$ cat src/include/adcsq_pkg.sv
package adcsq_pkg;

  localparam int NCH = 12;
  localparam int DW  = 10;

  // Register offsets (byte addresses on the plain register port).
  localparam logic [7:0] OFF_CMD   = 8'h00;
  localparam logic [7:0] OFF_MODE  = 8'h04;
  localparam logic [7:0] OFF_SEQ1  = 8'h08;
  localparam logic [7:0] OFF_SEQ2  = 8'h0C;
  localparam logic [7:0] OFF_CHEN  = 8'h10;
  localparam logic [7:0] OFF_CHDIS = 8'h14;
  localparam logic [7:0] OFF_CHST  = 8'h18;
  localparam logic [7:0] OFF_LAST  = 8'h20;
  localparam logic [7:0] OFF_FLAGS = 8'h30;
  localparam logic [7:0] OFF_OVR   = 8'h3C;
  localparam logic [7:0] OFF_EXT   = 8'h40;
  localparam logic [7:0] OFF_CDR0  = 8'h50;
  localparam logic [7:0] OFF_CDR11 = 8'h7C;
  localparam logic [7:0] OFF_TRIG  = 8'hC0;

  // Field positions.
  localparam int CMD_START   = 1;
  localparam int MODE_LOW_RESOLUTION_SELECT = 4;
  localparam int MODE_SLEEP  = 5;
  localparam int MODE_DIV_LO = 8;
  localparam int MODE_STU_LO = 16;
  localparam int MODE_TRK_LO = 24;
  localparam int MODE_CUSTOM_ORDER_ENABLE   = 31;
  localparam int EXT_TAG     = 24;
  localparam int TRG_PER_LO  = 16;
  localparam int CHANNEL_NUMBER_FIELD_LO     = 12;
  localparam int FLG_RESULT_AVAILABLE_FLAG    = 24;
  localparam int FLG_GLOBAL_OVERRUN_FLAG   = 25;

  // Fixed timing in conversion clock cycles.
  localparam logic [3:0] HOLD_CYC = 4'h3;
  localparam logic [3:0] CONV_CYC = 4'hA;
  localparam logic [7:0] STU_MUL  = 8'h08;

  typedef enum logic [2:0] {
    TRG_NONE  = 3'b000,
    TRG_RISE  = 3'b001,
    TRG_FALL  = 3'b010,
    TRG_ANY   = 3'b011,
    TRG_CONT  = 3'b110,
    TRG_PERIOD= 3'b101
  } adcsq_trg_t;

  typedef enum logic [2:0] {
    ST_IDLE  = 3'b000,
    ST_START = 3'b001,
    ST_TRACK = 3'b010,
    ST_HOLD  = 3'b011,
    ST_CONV  = 3'b100,
    ST_NEXT  = 3'b101
  } adcsq_st_t;

  typedef struct packed {
    logic        custom_order_enable;
    logic [3:0]  track;
    logic [3:0]  startup;
    logic [7:0]  div;
    logic        sleep;
    logic        low_resolution_select;
  } adcsq_mode_t;

  typedef struct packed {
    logic        req;
    logic [15:0] data;
  } adcsq_dma_t;

endpackage

$ cat src/hw/adcsq_top.sv
`timescale 1ns/1ps
// Function
// - Wait tracking interval after channel change.
// - Hold channel fixed cycles after start.
// - Divider 0 gives /2, 255 gives /512.
// - Low resolution gives 8-bit, upper bits zero.
// - Store result per channel and last.
// - Tag puts channel number in last.
// - Completion sets done, available; DMA request only if available was clear.
// - Reading results clears done, available flags.
// - Unread channel result overwritten sets overrun.
// - Store while available set sets global overrun.
// - Reading flag registers clears overrun flags.
// - Start bit one triggers, zero ignored.
// - Trigger select chooses edge, continuous, periodic.
// - Hardware trigger delay two clocks minimum.
// - One trigger converts all enabled slots; in natural order these are the enabled channels.
// - DMA carries only results of enabled slots.
// - Sleep powers cell per sequence, off when idle.
// - Custom order slots define up to twelve.
// - Slot active only with paired enable.
// - Tagged DMA word has channel in top.
// - Normal mode keeps analog cell powered.
module adcsq_top
  import adcsq_pkg::*;
(
  input  wire logic              clk,
  input  wire logic              rstn,
  input  wire logic [7:0]        addr,
  input  wire logic [31:0]       wdata,
  input  wire logic              wr,
  input  wire logic              rd,
  output logic      [31:0]       rdata,
  input  wire logic              trig_pin,
  input  wire logic [DW-1:0]     conv_data,
  output logic                   cell_power,
  output logic                   cell_start,
  output logic      [3:0]        mux_sel,
  output adcsq_dma_t             dma
);

  function automatic logic is_cdr(input logic [7:0] a);
    return (a >= OFF_CDR0) && (a <= OFF_CDR11) && (a[1:0] == 2'b00);
  endfunction

  function automatic logic [3:0] cdr_idx(input logic [7:0] a);
    logic [7:0] d;
    d = a - OFF_CDR0;
    return d[5:2];
  endfunction

  // Configuration and status state.
  adcsq_mode_t     mode_q, mode_d;
  logic [47:0]     seq_q, seq_d;
  logic [NCH-1:0]  chen_q, chen_d;
  logic            tag_q, tag_d;
  adcsq_trg_t      trg_q, trg_d;
  logic [15:0]     per_q, per_d;
  logic [DW-1:0]   cdr_q [NCH];
  logic [DW-1:0]   cdr_d [NCH];
  logic [DW-1:0]   last_q, last_d;
  logic [3:0]      lchn_q, lchn_d;
  logic [NCH-1:0]  eoc_q, eoc_d;
  logic [NCH-1:0]  ovr_q, ovr_d;
  logic            result_available_flag_q, result_available_flag_d;
  logic            global_overrun_flag_q, global_overrun_flag_d;
  logic [31:0]     rdata_d;
  adcsq_dma_t      dma_d;

  // Sequencer state.
  adcsq_st_t       st_q, st_d;
  logic [3:0]      slot_q, slot_d;
  logic [3:0]      ch_q, ch_d;
  logic [11:0]     cnt_q, cnt_d;
  logic [8:0]      pre_q, pre_d;
  logic            cclk_q, cclk_d;
  logic [15:0]     pcnt_q, pcnt_d;
  logic            pwr_q, pwr_d;
  logic            done_pulse;
  logic [DW-1:0]   res;

  // Trigger pin synchroniser; the first stage feeds only the second.
  logic            sy1_q, sy2_q, sy3_q;

  always_ff @(posedge clk or negedge rstn) begin
    if (!rstn) begin
      sy1_q <= 1'b0;
      sy2_q <= 1'b0;
      sy3_q <= 1'b0;
    end else begin
      sy1_q <= trig_pin;
      sy2_q <= sy1_q;
      sy3_q <= sy2_q;
    end
  end

  logic hw_trig;
  logic sw_trig;
  logic trig;
  always_comb begin
    hw_trig = 1'b0;
    case (trg_q)
      TRG_RISE:   hw_trig = sy2_q & ~sy3_q;
      TRG_FALL:   hw_trig = ~sy2_q & sy3_q;
      TRG_ANY:    hw_trig = sy2_q ^ sy3_q;
      TRG_CONT:   hw_trig = 1'b1;
      TRG_PERIOD: hw_trig = (pcnt_q >= per_q);
      default:    hw_trig = 1'b0;
    endcase
    sw_trig = wr && (addr == OFF_CMD) && wdata[CMD_START];
    trig = hw_trig | sw_trig;
  end

  // Slot selection: natural order or the custom table.
  function automatic logic [3:0] slot_ch(input logic [3:0] s, input logic [47:0] t,
                                         input logic u);
    return u ? t[s*4 +: 4] : s;
  endfunction

  // Next active slot at or after s; NCH when none.
  logic [3:0] nxt_from_start;
  logic [3:0] nxt_from_slot;
  function automatic logic [3:0] find_slot(input logic [3:0] s, input logic [NCH-1:0] en);
    logic [3:0] r;
    r = 4'(NCH);
    for (int i = NCH - 1; i >= 0; i--) begin
      if (4'(i) >= s && en[i]) begin
        r = 4'(i);
      end
    end
    return r;
  endfunction

  always_comb begin
    nxt_from_start = find_slot(4'h0, chen_q);
    nxt_from_slot  = find_slot(slot_q + 4'h1, chen_q);
  end

  // Sequencer and conversion clock divider.
  always_comb begin
    st_d       = st_q;
    slot_d     = slot_q;
    ch_d       = ch_q;
    cnt_d      = cnt_q;
    pwr_d      = pwr_q;
    done_pulse = 1'b0;
    cell_start = 1'b0;
    pcnt_d     = (trg_q == TRG_PERIOD && pcnt_q < per_q) ? pcnt_q + 16'h1 : 16'h0;
    // Compared with >= so that a smaller divider written mid-count cannot stall a full wrap.
    if (pre_q >= {mode_q.div, 1'b0} + 9'h1) begin
      pre_d  = 9'h0;
      cclk_d = 1'b1;
    end else begin
      pre_d  = pre_q + 9'h1;
      cclk_d = 1'b0;
    end
    case (st_q)
      ST_IDLE: begin
        pwr_d = ~mode_q.sleep;
        if (trig && nxt_from_start != 4'(NCH)) begin
          slot_d = nxt_from_start;
          ch_d   = slot_ch(nxt_from_start, seq_q, mode_q.custom_order_enable);
          pwr_d  = 1'b1;
          cnt_d  = mode_q.sleep ? 12'(mode_q.startup * STU_MUL) : 12'h0;
          st_d   = ST_START;
        end
      end
      ST_START: begin
        if (cnt_q == 12'h0) begin
          cnt_d = {8'h0, mode_q.track};
          st_d  = ST_TRACK;
        end else if (cclk_q) begin
          cnt_d = cnt_q - 12'h1;
        end
      end
      ST_TRACK: begin
        if (cnt_q == 12'h0) begin
          cell_start = 1'b1;
          cnt_d      = {8'h0, HOLD_CYC};
          st_d       = ST_HOLD;
        end else if (cclk_q) begin
          cnt_d = cnt_q - 12'h1;
        end
      end
      ST_HOLD: begin
        if (cnt_q == 12'h0) begin
          cnt_d = {8'h0, CONV_CYC - HOLD_CYC};
          st_d  = ST_CONV;
        end else if (cclk_q) begin
          cnt_d = cnt_q - 12'h1;
        end
      end
      ST_CONV: begin
        if (cnt_q == 12'h0) begin
          done_pulse = 1'b1;
          st_d       = ST_NEXT;
        end else if (cclk_q) begin
          cnt_d = cnt_q - 12'h1;
        end
      end
      ST_NEXT: begin
        if (nxt_from_slot == 4'(NCH) || slot_q == 4'(NCH - 1)) begin
          st_d  = ST_IDLE;
          pwr_d = ~mode_q.sleep;
        end else begin
          slot_d = nxt_from_slot;
          ch_d   = slot_ch(nxt_from_slot, seq_q, mode_q.custom_order_enable);
          cnt_d  = {8'h0, mode_q.track};
          st_d   = ST_TRACK;
        end
      end
      default: st_d = ST_IDLE;
    endcase
  end

  // Registers, flags and read path.
  always_comb begin
    mode_d  = mode_q;
    seq_d   = seq_q;
    chen_d  = chen_q;
    tag_d   = tag_q;
    trg_d   = trg_q;
    per_d   = per_q;
    last_d  = last_q;
    lchn_d  = lchn_q;
    eoc_d   = eoc_q;
    ovr_d   = ovr_q;
    result_available_flag_d  = result_available_flag_q;
    global_overrun_flag_d = global_overrun_flag_q;
    rdata_d = 32'h0;
    for (int i = 0; i < NCH; i++) begin
      cdr_d[i] = cdr_q[i];
    end
    res = mode_q.low_resolution_select ? {2'b00, conv_data[DW-1:2]} : conv_data;
    if (wr) begin
      case (addr)
        OFF_MODE: begin
          mode_d.custom_order_enable    = wdata[MODE_CUSTOM_ORDER_ENABLE];
          mode_d.track   = wdata[MODE_TRK_LO +: 4];
          mode_d.startup = wdata[MODE_STU_LO +: 4];
          mode_d.div     = wdata[MODE_DIV_LO +: 8];
          mode_d.sleep   = wdata[MODE_SLEEP];
          mode_d.low_resolution_select  = wdata[MODE_LOW_RESOLUTION_SELECT];
        end
        OFF_SEQ1:  seq_d[31:0] = wdata;
        OFF_SEQ2:  seq_d[47:32] = wdata[15:0];
        OFF_CHEN:  chen_d = chen_q | wdata[NCH-1:0];
        OFF_CHDIS: chen_d = chen_q & ~wdata[NCH-1:0];
        OFF_EXT:   tag_d = wdata[EXT_TAG];
        OFF_TRIG: begin
          trg_d = adcsq_trg_t'(wdata[2:0]);
          per_d = wdata[TRG_PER_LO +: 16];
        end
        default: ;
      endcase
    end
    if (rd) begin
      case (addr)
        OFF_MODE:  rdata_d = {mode_q.custom_order_enable, 3'b000, mode_q.track, 4'h0, mode_q.startup,
                              mode_q.div, 2'b00, mode_q.sleep, mode_q.low_resolution_select, 4'h0};
        OFF_SEQ1:  rdata_d = seq_q[31:0];
        OFF_SEQ2:  rdata_d = {16'h0, seq_q[47:32]};
        OFF_CHST:  rdata_d = {20'h0, chen_q};
        OFF_LAST: begin
          rdata_d = {16'h0, tag_q ? lchn_q : 4'h0, 2'b00, last_q};
          result_available_flag_d  = 1'b0;
        end
        OFF_FLAGS: begin
          rdata_d = {6'h0, global_overrun_flag_q, result_available_flag_q, 12'h0, eoc_q};
          global_overrun_flag_d = 1'b0;
        end
        OFF_OVR: begin
          rdata_d = {20'h0, ovr_q};
          ovr_d   = '0;
        end
        OFF_EXT:   rdata_d = {7'h0, tag_q, 24'h0};
        OFF_TRIG:  rdata_d = {per_q, 13'h0, trg_q};
        default: begin
          if (is_cdr(addr)) begin
            rdata_d = {22'h0, cdr_q[cdr_idx(addr)]};
            eoc_d[cdr_idx(addr)] = 1'b0;
          end
        end
      endcase
    end
    // A completion after the clears above, so a simultaneous set wins.
    if (done_pulse) begin
      cdr_d[ch_q] = res;
      last_d      = res;
      lchn_d      = ch_q;
      if (eoc_q[ch_q]) begin
        ovr_d[ch_q] = 1'b1;
      end
      if (result_available_flag_q) begin
        global_overrun_flag_d = 1'b1;
      end
      eoc_d[ch_q] = 1'b1;
      result_available_flag_d      = 1'b1;
    end
    dma_d.req  = done_pulse & ~result_available_flag_q;
    dma_d.data = {tag_q ? ch_q : 4'h0, 2'b00, res};
  end

  always_ff @(posedge clk or negedge rstn) begin
    if (!rstn) begin
      mode_q  <= '0;
      seq_q   <= '0;
      chen_q  <= '0;
      tag_q   <= 1'b0;
      trg_q   <= TRG_NONE;
      per_q   <= '0;
      last_q  <= '0;
      lchn_q  <= '0;
      eoc_q   <= '0;
      ovr_q   <= '0;
      result_available_flag_q  <= 1'b0;
      global_overrun_flag_q <= 1'b0;
      rdata   <= '0;
      dma     <= '0;
      st_q    <= ST_IDLE;
      slot_q  <= '0;
      ch_q    <= '0;
      cnt_q   <= '0;
      pre_q   <= '0;
      cclk_q  <= 1'b0;
      pcnt_q  <= '0;
      pwr_q   <= 1'b1;
      for (int i = 0; i < NCH; i++) begin
        cdr_q[i] <= '0;
      end
    end else begin
      mode_q  <= mode_d;
      seq_q   <= seq_d;
      chen_q  <= chen_d;
      tag_q   <= tag_d;
      trg_q   <= trg_d;
      per_q   <= per_d;
      last_q  <= last_d;
      lchn_q  <= lchn_d;
      eoc_q   <= eoc_d;
      ovr_q   <= ovr_d;
      result_available_flag_q  <= result_available_flag_d;
      global_overrun_flag_q <= global_overrun_flag_d;
      rdata   <= rdata_d;
      dma     <= dma_d;
      st_q    <= st_d;
      slot_q  <= slot_d;
      ch_q    <= ch_d;
      cnt_q   <= cnt_d;
      pre_q   <= pre_d;
      cclk_q  <= cclk_d;
      pcnt_q  <= pcnt_d;
      pwr_q   <= pwr_d;
      for (int i = 0; i < NCH; i++) begin
        cdr_q[i] <= cdr_d[i];
      end
    end
  end

  assign cell_power = pwr_q;
  assign mux_sel    = ch_q;

  a_done_sets_flags: assert property (@(posedge clk) disable iff (!rstn)
    done_pulse |=> result_available_flag_q && eoc_q[$past(ch_q)]) else $error("flags not set");
  a_last_rd_clears: assert property (@(posedge clk) disable iff (!rstn)
    (rd && addr == OFF_LAST && !done_pulse) |=> !result_available_flag_q) else $error("result_available_flag not cleared");
  a_global_overrun_flag_on_result_available_flag: assert property (@(posedge clk) disable iff (!rstn)
    (done_pulse && result_available_flag_q) |=> global_overrun_flag_q) else $error("global_overrun_flag missing");
  a_ovr_on_eoc: assert property (@(posedge clk) disable iff (!rstn)
    (done_pulse && eoc_q[ch_q]) |=> ovr_q[$past(ch_q)]) else $error("overrun missing");
  a_ovr_rd_clears: assert property (@(posedge clk) disable iff (!rstn)
    (rd && addr == OFF_OVR && !done_pulse) |=> ovr_q == '0) else $error("ovr not cleared");
  a_low_resolution_select_top_zero: assert property (@(posedge clk) disable iff (!rstn)
    (done_pulse && mode_q.low_resolution_select) |=> last_q[DW-1:DW-2] == 2'b00) else $error("low_resolution_select bits");
  a_sw_start: assert property (@(posedge clk) disable iff (!rstn)
    (st_q == ST_IDLE && sw_trig && chen_q != '0) |=> st_q == ST_START) else $error("no start");
  a_sleep_power: assert property (@(posedge clk) disable iff (!rstn)
    (st_q == ST_IDLE && !$past(mode_q.sleep) && $past(st_q) == ST_IDLE) |-> cell_power)
    else $error("cell off in normal mode");
  a_dma_edge: assert property (@(posedge clk) disable iff (!rstn)
    dma.req |-> $past(done_pulse) && !$past(result_available_flag_q)) else $error("dma spurious");

  c_seq_done:  cover property (@(posedge clk) disable iff (!rstn) st_q == ST_NEXT ##1 st_q == ST_IDLE);
  c_overrun:   cover property (@(posedge clk) disable iff (!rstn) global_overrun_flag_q);
  c_sleep_seq: cover property (@(posedge clk) disable iff (!rstn) mode_q.sleep && st_q == ST_START);
  c_custom:    cover property (@(posedge clk) disable iff (!rstn) mode_q.custom_order_enable && done_pulse);

endmodule // adcsq_top

$ cat config.mk
export PLATFORM = sky130hd
export DESIGN_NAME = adcsq_top
export DESIGN_NICKNAME = d
export VERILOG_FILES = /design/src/include/adcsq_pkg.sv /design/src/hw/adcsq_top.sv
export SDC_FILE = /design/constraint.sdc
export NUM_CORES = 1
export LEC_CHECK = 0
export BUFFER_PORTS_ARGS = -buffer_cell sky130_fd_sc_hd__buf_2
export CORE_MARGIN = 3
export CORE_UTILIZATION = 40
export DETAILED_ROUTE_END_ITERATION = 10
export GPL_TIMING_DRIVEN = 0
export PLACE_DENSITY = 0.65
export SLEW_MARGIN = 5
export SYNTH_ARGS = -nofsm -noshare
export SYNTH_HDL_FRONTEND = slang
export SYNTH_SLANG_ARGS = --single-unit
$ cat constraint.sdc
create_clock -name clk -period 3.8 [get_ports clk]
set_input_delay 0.19 -clock clk [delete_from_list [all_inputs] [get_ports clk]]
set_output_delay 0.19 -clock clk [all_outputs]
set_load 0.02 [all_outputs]
Yosys cells after proc, flatten, opt, wreduce, memory -nomap -nowiden. Cells that the tools add are included.

Register bits: 359. Bits in latches: 0. Bits in writable memories: 0. Memory bits (read-only): 0. Output and inout port bits: 55. Logic and storage cells: 261. Memories kept: 0.

Add/sub/neg operators: 6. Multipliers: 0. Div/mod/pow operators: 0. $lt $le $gt $ge: 24. Equal/unequal tests: 32. Shifts and indexed selects: 2. Multiplexer cells: 92. Bitwise gates (word level): 18. Reduce and logical (&&, ||, !) cells: 43.

Operator list (count): case mux 32 bit (9 select lines) (1); 2-to-1 mux 12 bit (15); bitwise mux 120 bit (1); 2-to-1 mux 4 bit (30); indexed part select 48 x 7 -> 4 bit (2); case mux 12 bit (6 select lines) (1); 2-to-1 mux 10 bit (5); binary-select mux 10 bit (select 4 bit) (1); demux 10 bit (select 4 bit) (1); bitwise OR 12 bit (3); 2-to-1 mux 32 bit (1); bitwise AND 12 bit (2); equality test 8 x 5 -> 1 bit, second input constant (3); equality test 8 x 6 -> 1 bit, second input constant (3); inverter 12 bit (2); case mux 12 bit (2 select lines) (1); logical AND 1 bit (21); 2-to-1 mux 3 bit (7); adder 9 x 1 -> 9 bit, second input constant (2); case mux 3 bit (6 select lines) (1); adder 16 x 1 -> 16 bit, second input constant (1); equality test 8 x 4 -> 1 bit, second input constant (2); greater-or-equal comparator 16 bit (1); greater-or-equal comparator 3 x 4 -> 1 bit, first input constant (4); 50 further kinds (106).

Logic depth before layout (Yosys ltp).
Word-level depth: 19. Mapped depth: 12.

Least setup slack after synthesis. OpenSTA, ideal clock, no wires.

Kind: reg-to-reg. Start: reg slot_q[0]. End: reg ch_q[0], in the netlist mux_sel[0]. Library setup time: 0.134 ns. Arrival time: 3.149 ns. Required time: 3.666 ns. Setup slack: 0.516 ns. Cell stages (with the launch flop): 13. Path buffers: 2. Period minus slack after synthesis: 3.284 ns. Cell sequence: dfrtp_1 -> ha_1 -> buf_2 -> xnor2_1 -> a211o_1 -> a211o_1 -> a221o_1 -> a211oi_4 -> buf_6 -> mux2i_1 -> nand3_1 -> a32oi_1 -> o221ai_2.

Cells in the longest elaborated chain, start to end: 19.

Ends and longest elaborated chain: start, declared (RTL line adcsq_top.sv:72) `logic [3:0] slot_q, slot_d;`; start signal, assigned (RTL line adcsq_top.sv:347) `slot_q <= slot_d;`; adder 4 x 1 -> 4 bit (RTL line adcsq_top.sv:136) `nxt_from_slot = find_slot(slot_q + 4'h1, chen_q);`; greater-or-equal comparator 4 bit (RTL line adcsq_top.sv:127) `if (4'(i) >= s && en[i]) begin`; logical AND 1 bit (RTL line adcsq_top.sv:127); 2-to-1 mux 3 bit (RTL line adcsq_top.sv:127); 2-to-1 mux 4 bit (11 in series) (RTL line adcsq_top.sv:127); indexed part select 48 x 7 -> 4 bit / equality test 4 bit (equally long branches) (RTL line adcsq_top.sv:117, adcsq_top.sv:202); 2-to-1 mux 4 bit / logical OR 1 bit (equally long branches) (RTL line adcsq_top.sv:117, adcsq_top.sv:202); 2-to-1 mux 4 bit / != test 2 bit (equally long branches); case mux 4 bit (2 select lines) / AND reduction 3 bit (equally long branches); end signal, assigned (RTL line adcsq_top.sv:348) `ch_q <= ch_d;`; end, declared (RTL line adcsq_top.sv:73) `logic [3:0] ch_q, ch_d;`.

Parallel ways exist; a longest one is shown, timed or not. The select of a mux whose other input is x is not followed. A chain may end at the register's enable or synchronous reset.

Final worst setup path. Same ends and word-level chain as after synthesis.

==> flow_summary.yaml <==
detailed_routing:
  vias: 14600
  wirelength_mm: 56.7
  viasPerCell: 5.79
  routedLengthMet1_mm: 25.0
  wl_per_cell_um: 22.5
  routed-wl-met3_mm: 5.21
  drc: 0
  final_antenna_net_count: 0
  maxUsedRoutingLayer: "met5"
  dr.pass1.iters: 5
  first_iter_violations: 1448
  wl_met2_mm: 24.9
global_route:
  antenna_found_initial: 2
  grt_max_degree: 100
  overflow: 0
  first_global_vias: 14500
  grt_pass1_wl_mm: 87.4
  grt_util_all_layers_pct: 24.0
cells_and_area:
  utilization_pct: 48.3
  stdcell_count: 2525
  layout-drive-gt1-share_pct: 19.0
  diodes: 0
  finalInstanceArea_um2: 21100
  nets: 2001
  final_cell_mix: "356 x dfrtp_1, 240 x nand2_1, 124 x nor2_1"
  final_common_cell: "dfrtp_1"
  area_delta_synth_final_pct: 18.1
  fillers: 3989
clocking:
  h-tree-depth: 2
  clock-root-buffer: "clkbuf_16"
  cts.clk_slew.worst_paths_ns: 0.06
  numCtsBuffers: 41
  clk_latency_ns: 0.60
  cts_tree: "done"
  ctsLongestPathBuffers: 3
  cts_sinks: 359
floorplanning:
  rows: 76
  dieArea_um2: 47300
  start_util_pct: 41.0
  die_y_um: 217
  io_pins: 110
  core_area_um2: 43600
  die_w_um: 217
setup_path:
  cp.arrival_ns: 4.10
  r2r_start: "slot_q[0]"
  startpoint_type: "flip-flop"
  timing_worst_setup_path_type: "reg -> reg"
  cp-startpoint: "slot_q[0]"
  cp.required_ns: 4.23
  cp_max_fo: 10
  end_kind: "flip-flop"
yosys:
  netlist_instances: 1715
  ys_types: 78
  yosysTopAreaCell: "dfrtp_1"
  synth.avg_cell_area_um2: 10.4
  syn-cell-area_um2: 17900
  ys_warn_count: 0
  yosysSeqAreaShare_pct: 50.3
  synthTopCellsByArea: "dfrtp_1 50%, mux2_2 6.9%, nand2_1 5.0%"
  synth-seq-cells: 359
  synth_edf_count: 0
  async_reset_ff_share_pct: 100
  synth_top_area_share_pct: 50.1
  synth_flop_cell: "dfrtp_1"
power_and_ir_drop:
  p_sw_uw: 2580
  swShare_pct: 27.3
  p_seq_share_pct: 43.7
  p_leak_uw: 0.00946
  p_int_uw: 6880
  pwr_density_cell_nw_per_um2: 448
  clkPwrFrac_pct: 43.7
  power_frac_comb_pct: 12.5
  peakVddDrop_mv: 0.283
place:
  io_buffers: 104
  gp_congestion: 0.953
  placed_area_um2: 19200
  place_inst: 2408
  dp_slack_ns: -0.344
  hpwl_mm: 41.2
timing:
  tns_ns: 0
  rsz0062_at_grt: "no"
  setup_ws_ns: 0.132
  worst_slew_pin_slew_ns: 0.971
  slew_headroom_pct: 35.2
  setup_violations: 0
  max_clock_freq_mhz: 273
  min_period_over_period_pct: 96.5
  slew_viol_final: 0
  period_minus_slack_ns: 3.67
  skew_ns: 0.0364
  final_hold_viol_count: 0
run_status:
  status: "finished, final reports clean"
min_path:
  hold_class: "in -> reg"
  min-delay-start: "conv_data[8]"
run:
  maxCapViolCount: 0
[per-layer routing]
metal | up-vias | global-route usage (%)
met1 | 7355 | 34.7
met2 | 619 | 35.7
li1 | 6540 | -
met3 | 92 | 6.48
met5 | - | 0
met4 | 2 | 6.96
[power groups by stage]
| stage | sequential [µW] | clock [µW] | combinational (µW) |
|---|---|---|---|
| final | 4140 | 4140 | 1180 |
| after detailed placement | 4200 | 0 | 1130 |
| after CTS | 4130 | 4200 | 1170 |
| after global routing | 4150 | 4380 | 1310 |
| after floorplan | 4140 | 0 | 739 |
| after global placement | 4190 | 0 | 1100 |
[sequential cells by signal, indices dropped and copies added, names as in the netlist, 3 cells and up, named ones only]
name     flops
cdr_q      120
seq_q       48
rdata       32
mode_q      19
pcnt_q      16
per_q       16
dma         15
cnt_q       12
eoc_q       12
ovr_q       12
last_q      10
pre_q        9
lchn_q       4
mux_sel      4
slot_q       4
st_q         3
trg_q        3
[stage by stage]
step                      power, µW  hold slack, ns
after CTS                      9500         0.00758
after floorplan                4880          -0.106
after global placement         5300           0.303
final                          9460          0.0264
after detailed placement       5330           0.294
after global routing           9840          0.0529
[cell usage after synthesis (9+ instances only)]
cell type	n
a22oi_1	31
and3_1	11
dfrtp_1	358
nand2_1	240
mux2_2	110
a21o_1	15
clkbuf_1	87
xor2_1	18
a221o_1	9
ha_1	37
o21ai_1	93
a21oi_1	57
and2_1	18
o21ai_0	99
a222oi_1	16
nor3_1	9
mux2i_1	53
nand3_1	24
inv_1	62
nand2b_1	18
a31oi_1	18
nor2_1	124
mux4_2	36
nor4_1	11
xnor2_1	13
o22ai_1	13
a221oi_1	10
[final timing paths]
kind | to | slack (ns) | depth (start not counted)
min in group asynchronous | dma[4] | 0.25 | 2
max | mux_sel[0] | 0.13 | 12
max in group asynchronous | cnt_q[8] | 2.14 | 4
max reg2reg | mux_sel[0] | 0.13 | 12
min reg2reg | sy2_q | 0.35 | 0
min | cdr_q[28] | 0.03 | 3
[repair_timing]
item | 4_1_cts | 5_1_grt
resized for setup | 1 | 12
pin swaps | 1 | 5
hold buffers | 36 | 0
endpoints found under the hold margin | 198 | 0
setup buffers | 2 | 5
setup endpoints to repair | 9 | 88
[critical path, stage by stage (launching register included)]
cell and delay [ns]:
dfrtp_2 0.47, ha_1 0.21, buf_2 0.17, xnor2_1 0.19
a211o_1 0.30, a211o_1 0.30, a221o_1 0.40, a211oi_4 0.40
buf_6 0.24, mux2i_1 0.29, nand3_1 0.11, a32oi_1 0.27
o221ai_2 0.15
[layout make-up]
cell class,count,area (µm²),area share (%)
inverters,62,233,1.10
clock inverters,15,235,1.11
flip-flops and latches,359,8990,42.6
repair buffers,150,1030,4.86
clock buffers,59,1170,5.56
well taps,585,732,3.47
multi-input cells,1188,8260,39.2
plain buffers,107,453,2.15
[kinds of logic (layout without fill, tap and decap cells)]
| logic type | count (synthesis) | after routing | synth area share [%] |
|---|---|---|---|
| compound gates | 415 | 415 | 14.5 |
| mux | 199 | 199 | 14.4 |
| simple gates | 504 | 504 | 12.8 |
| flops | 359 | 359 | 50.3 |
| buf+inv | 169 | 393 | 3.83 |
| other cells | 1 | 2 | 0.0210 |
| fa+ha+maj | 37 | 37 | 2.59 |
| xor+xnor | 31 | 31 | 1.52 |
Power figures use the tool's default switching activity.
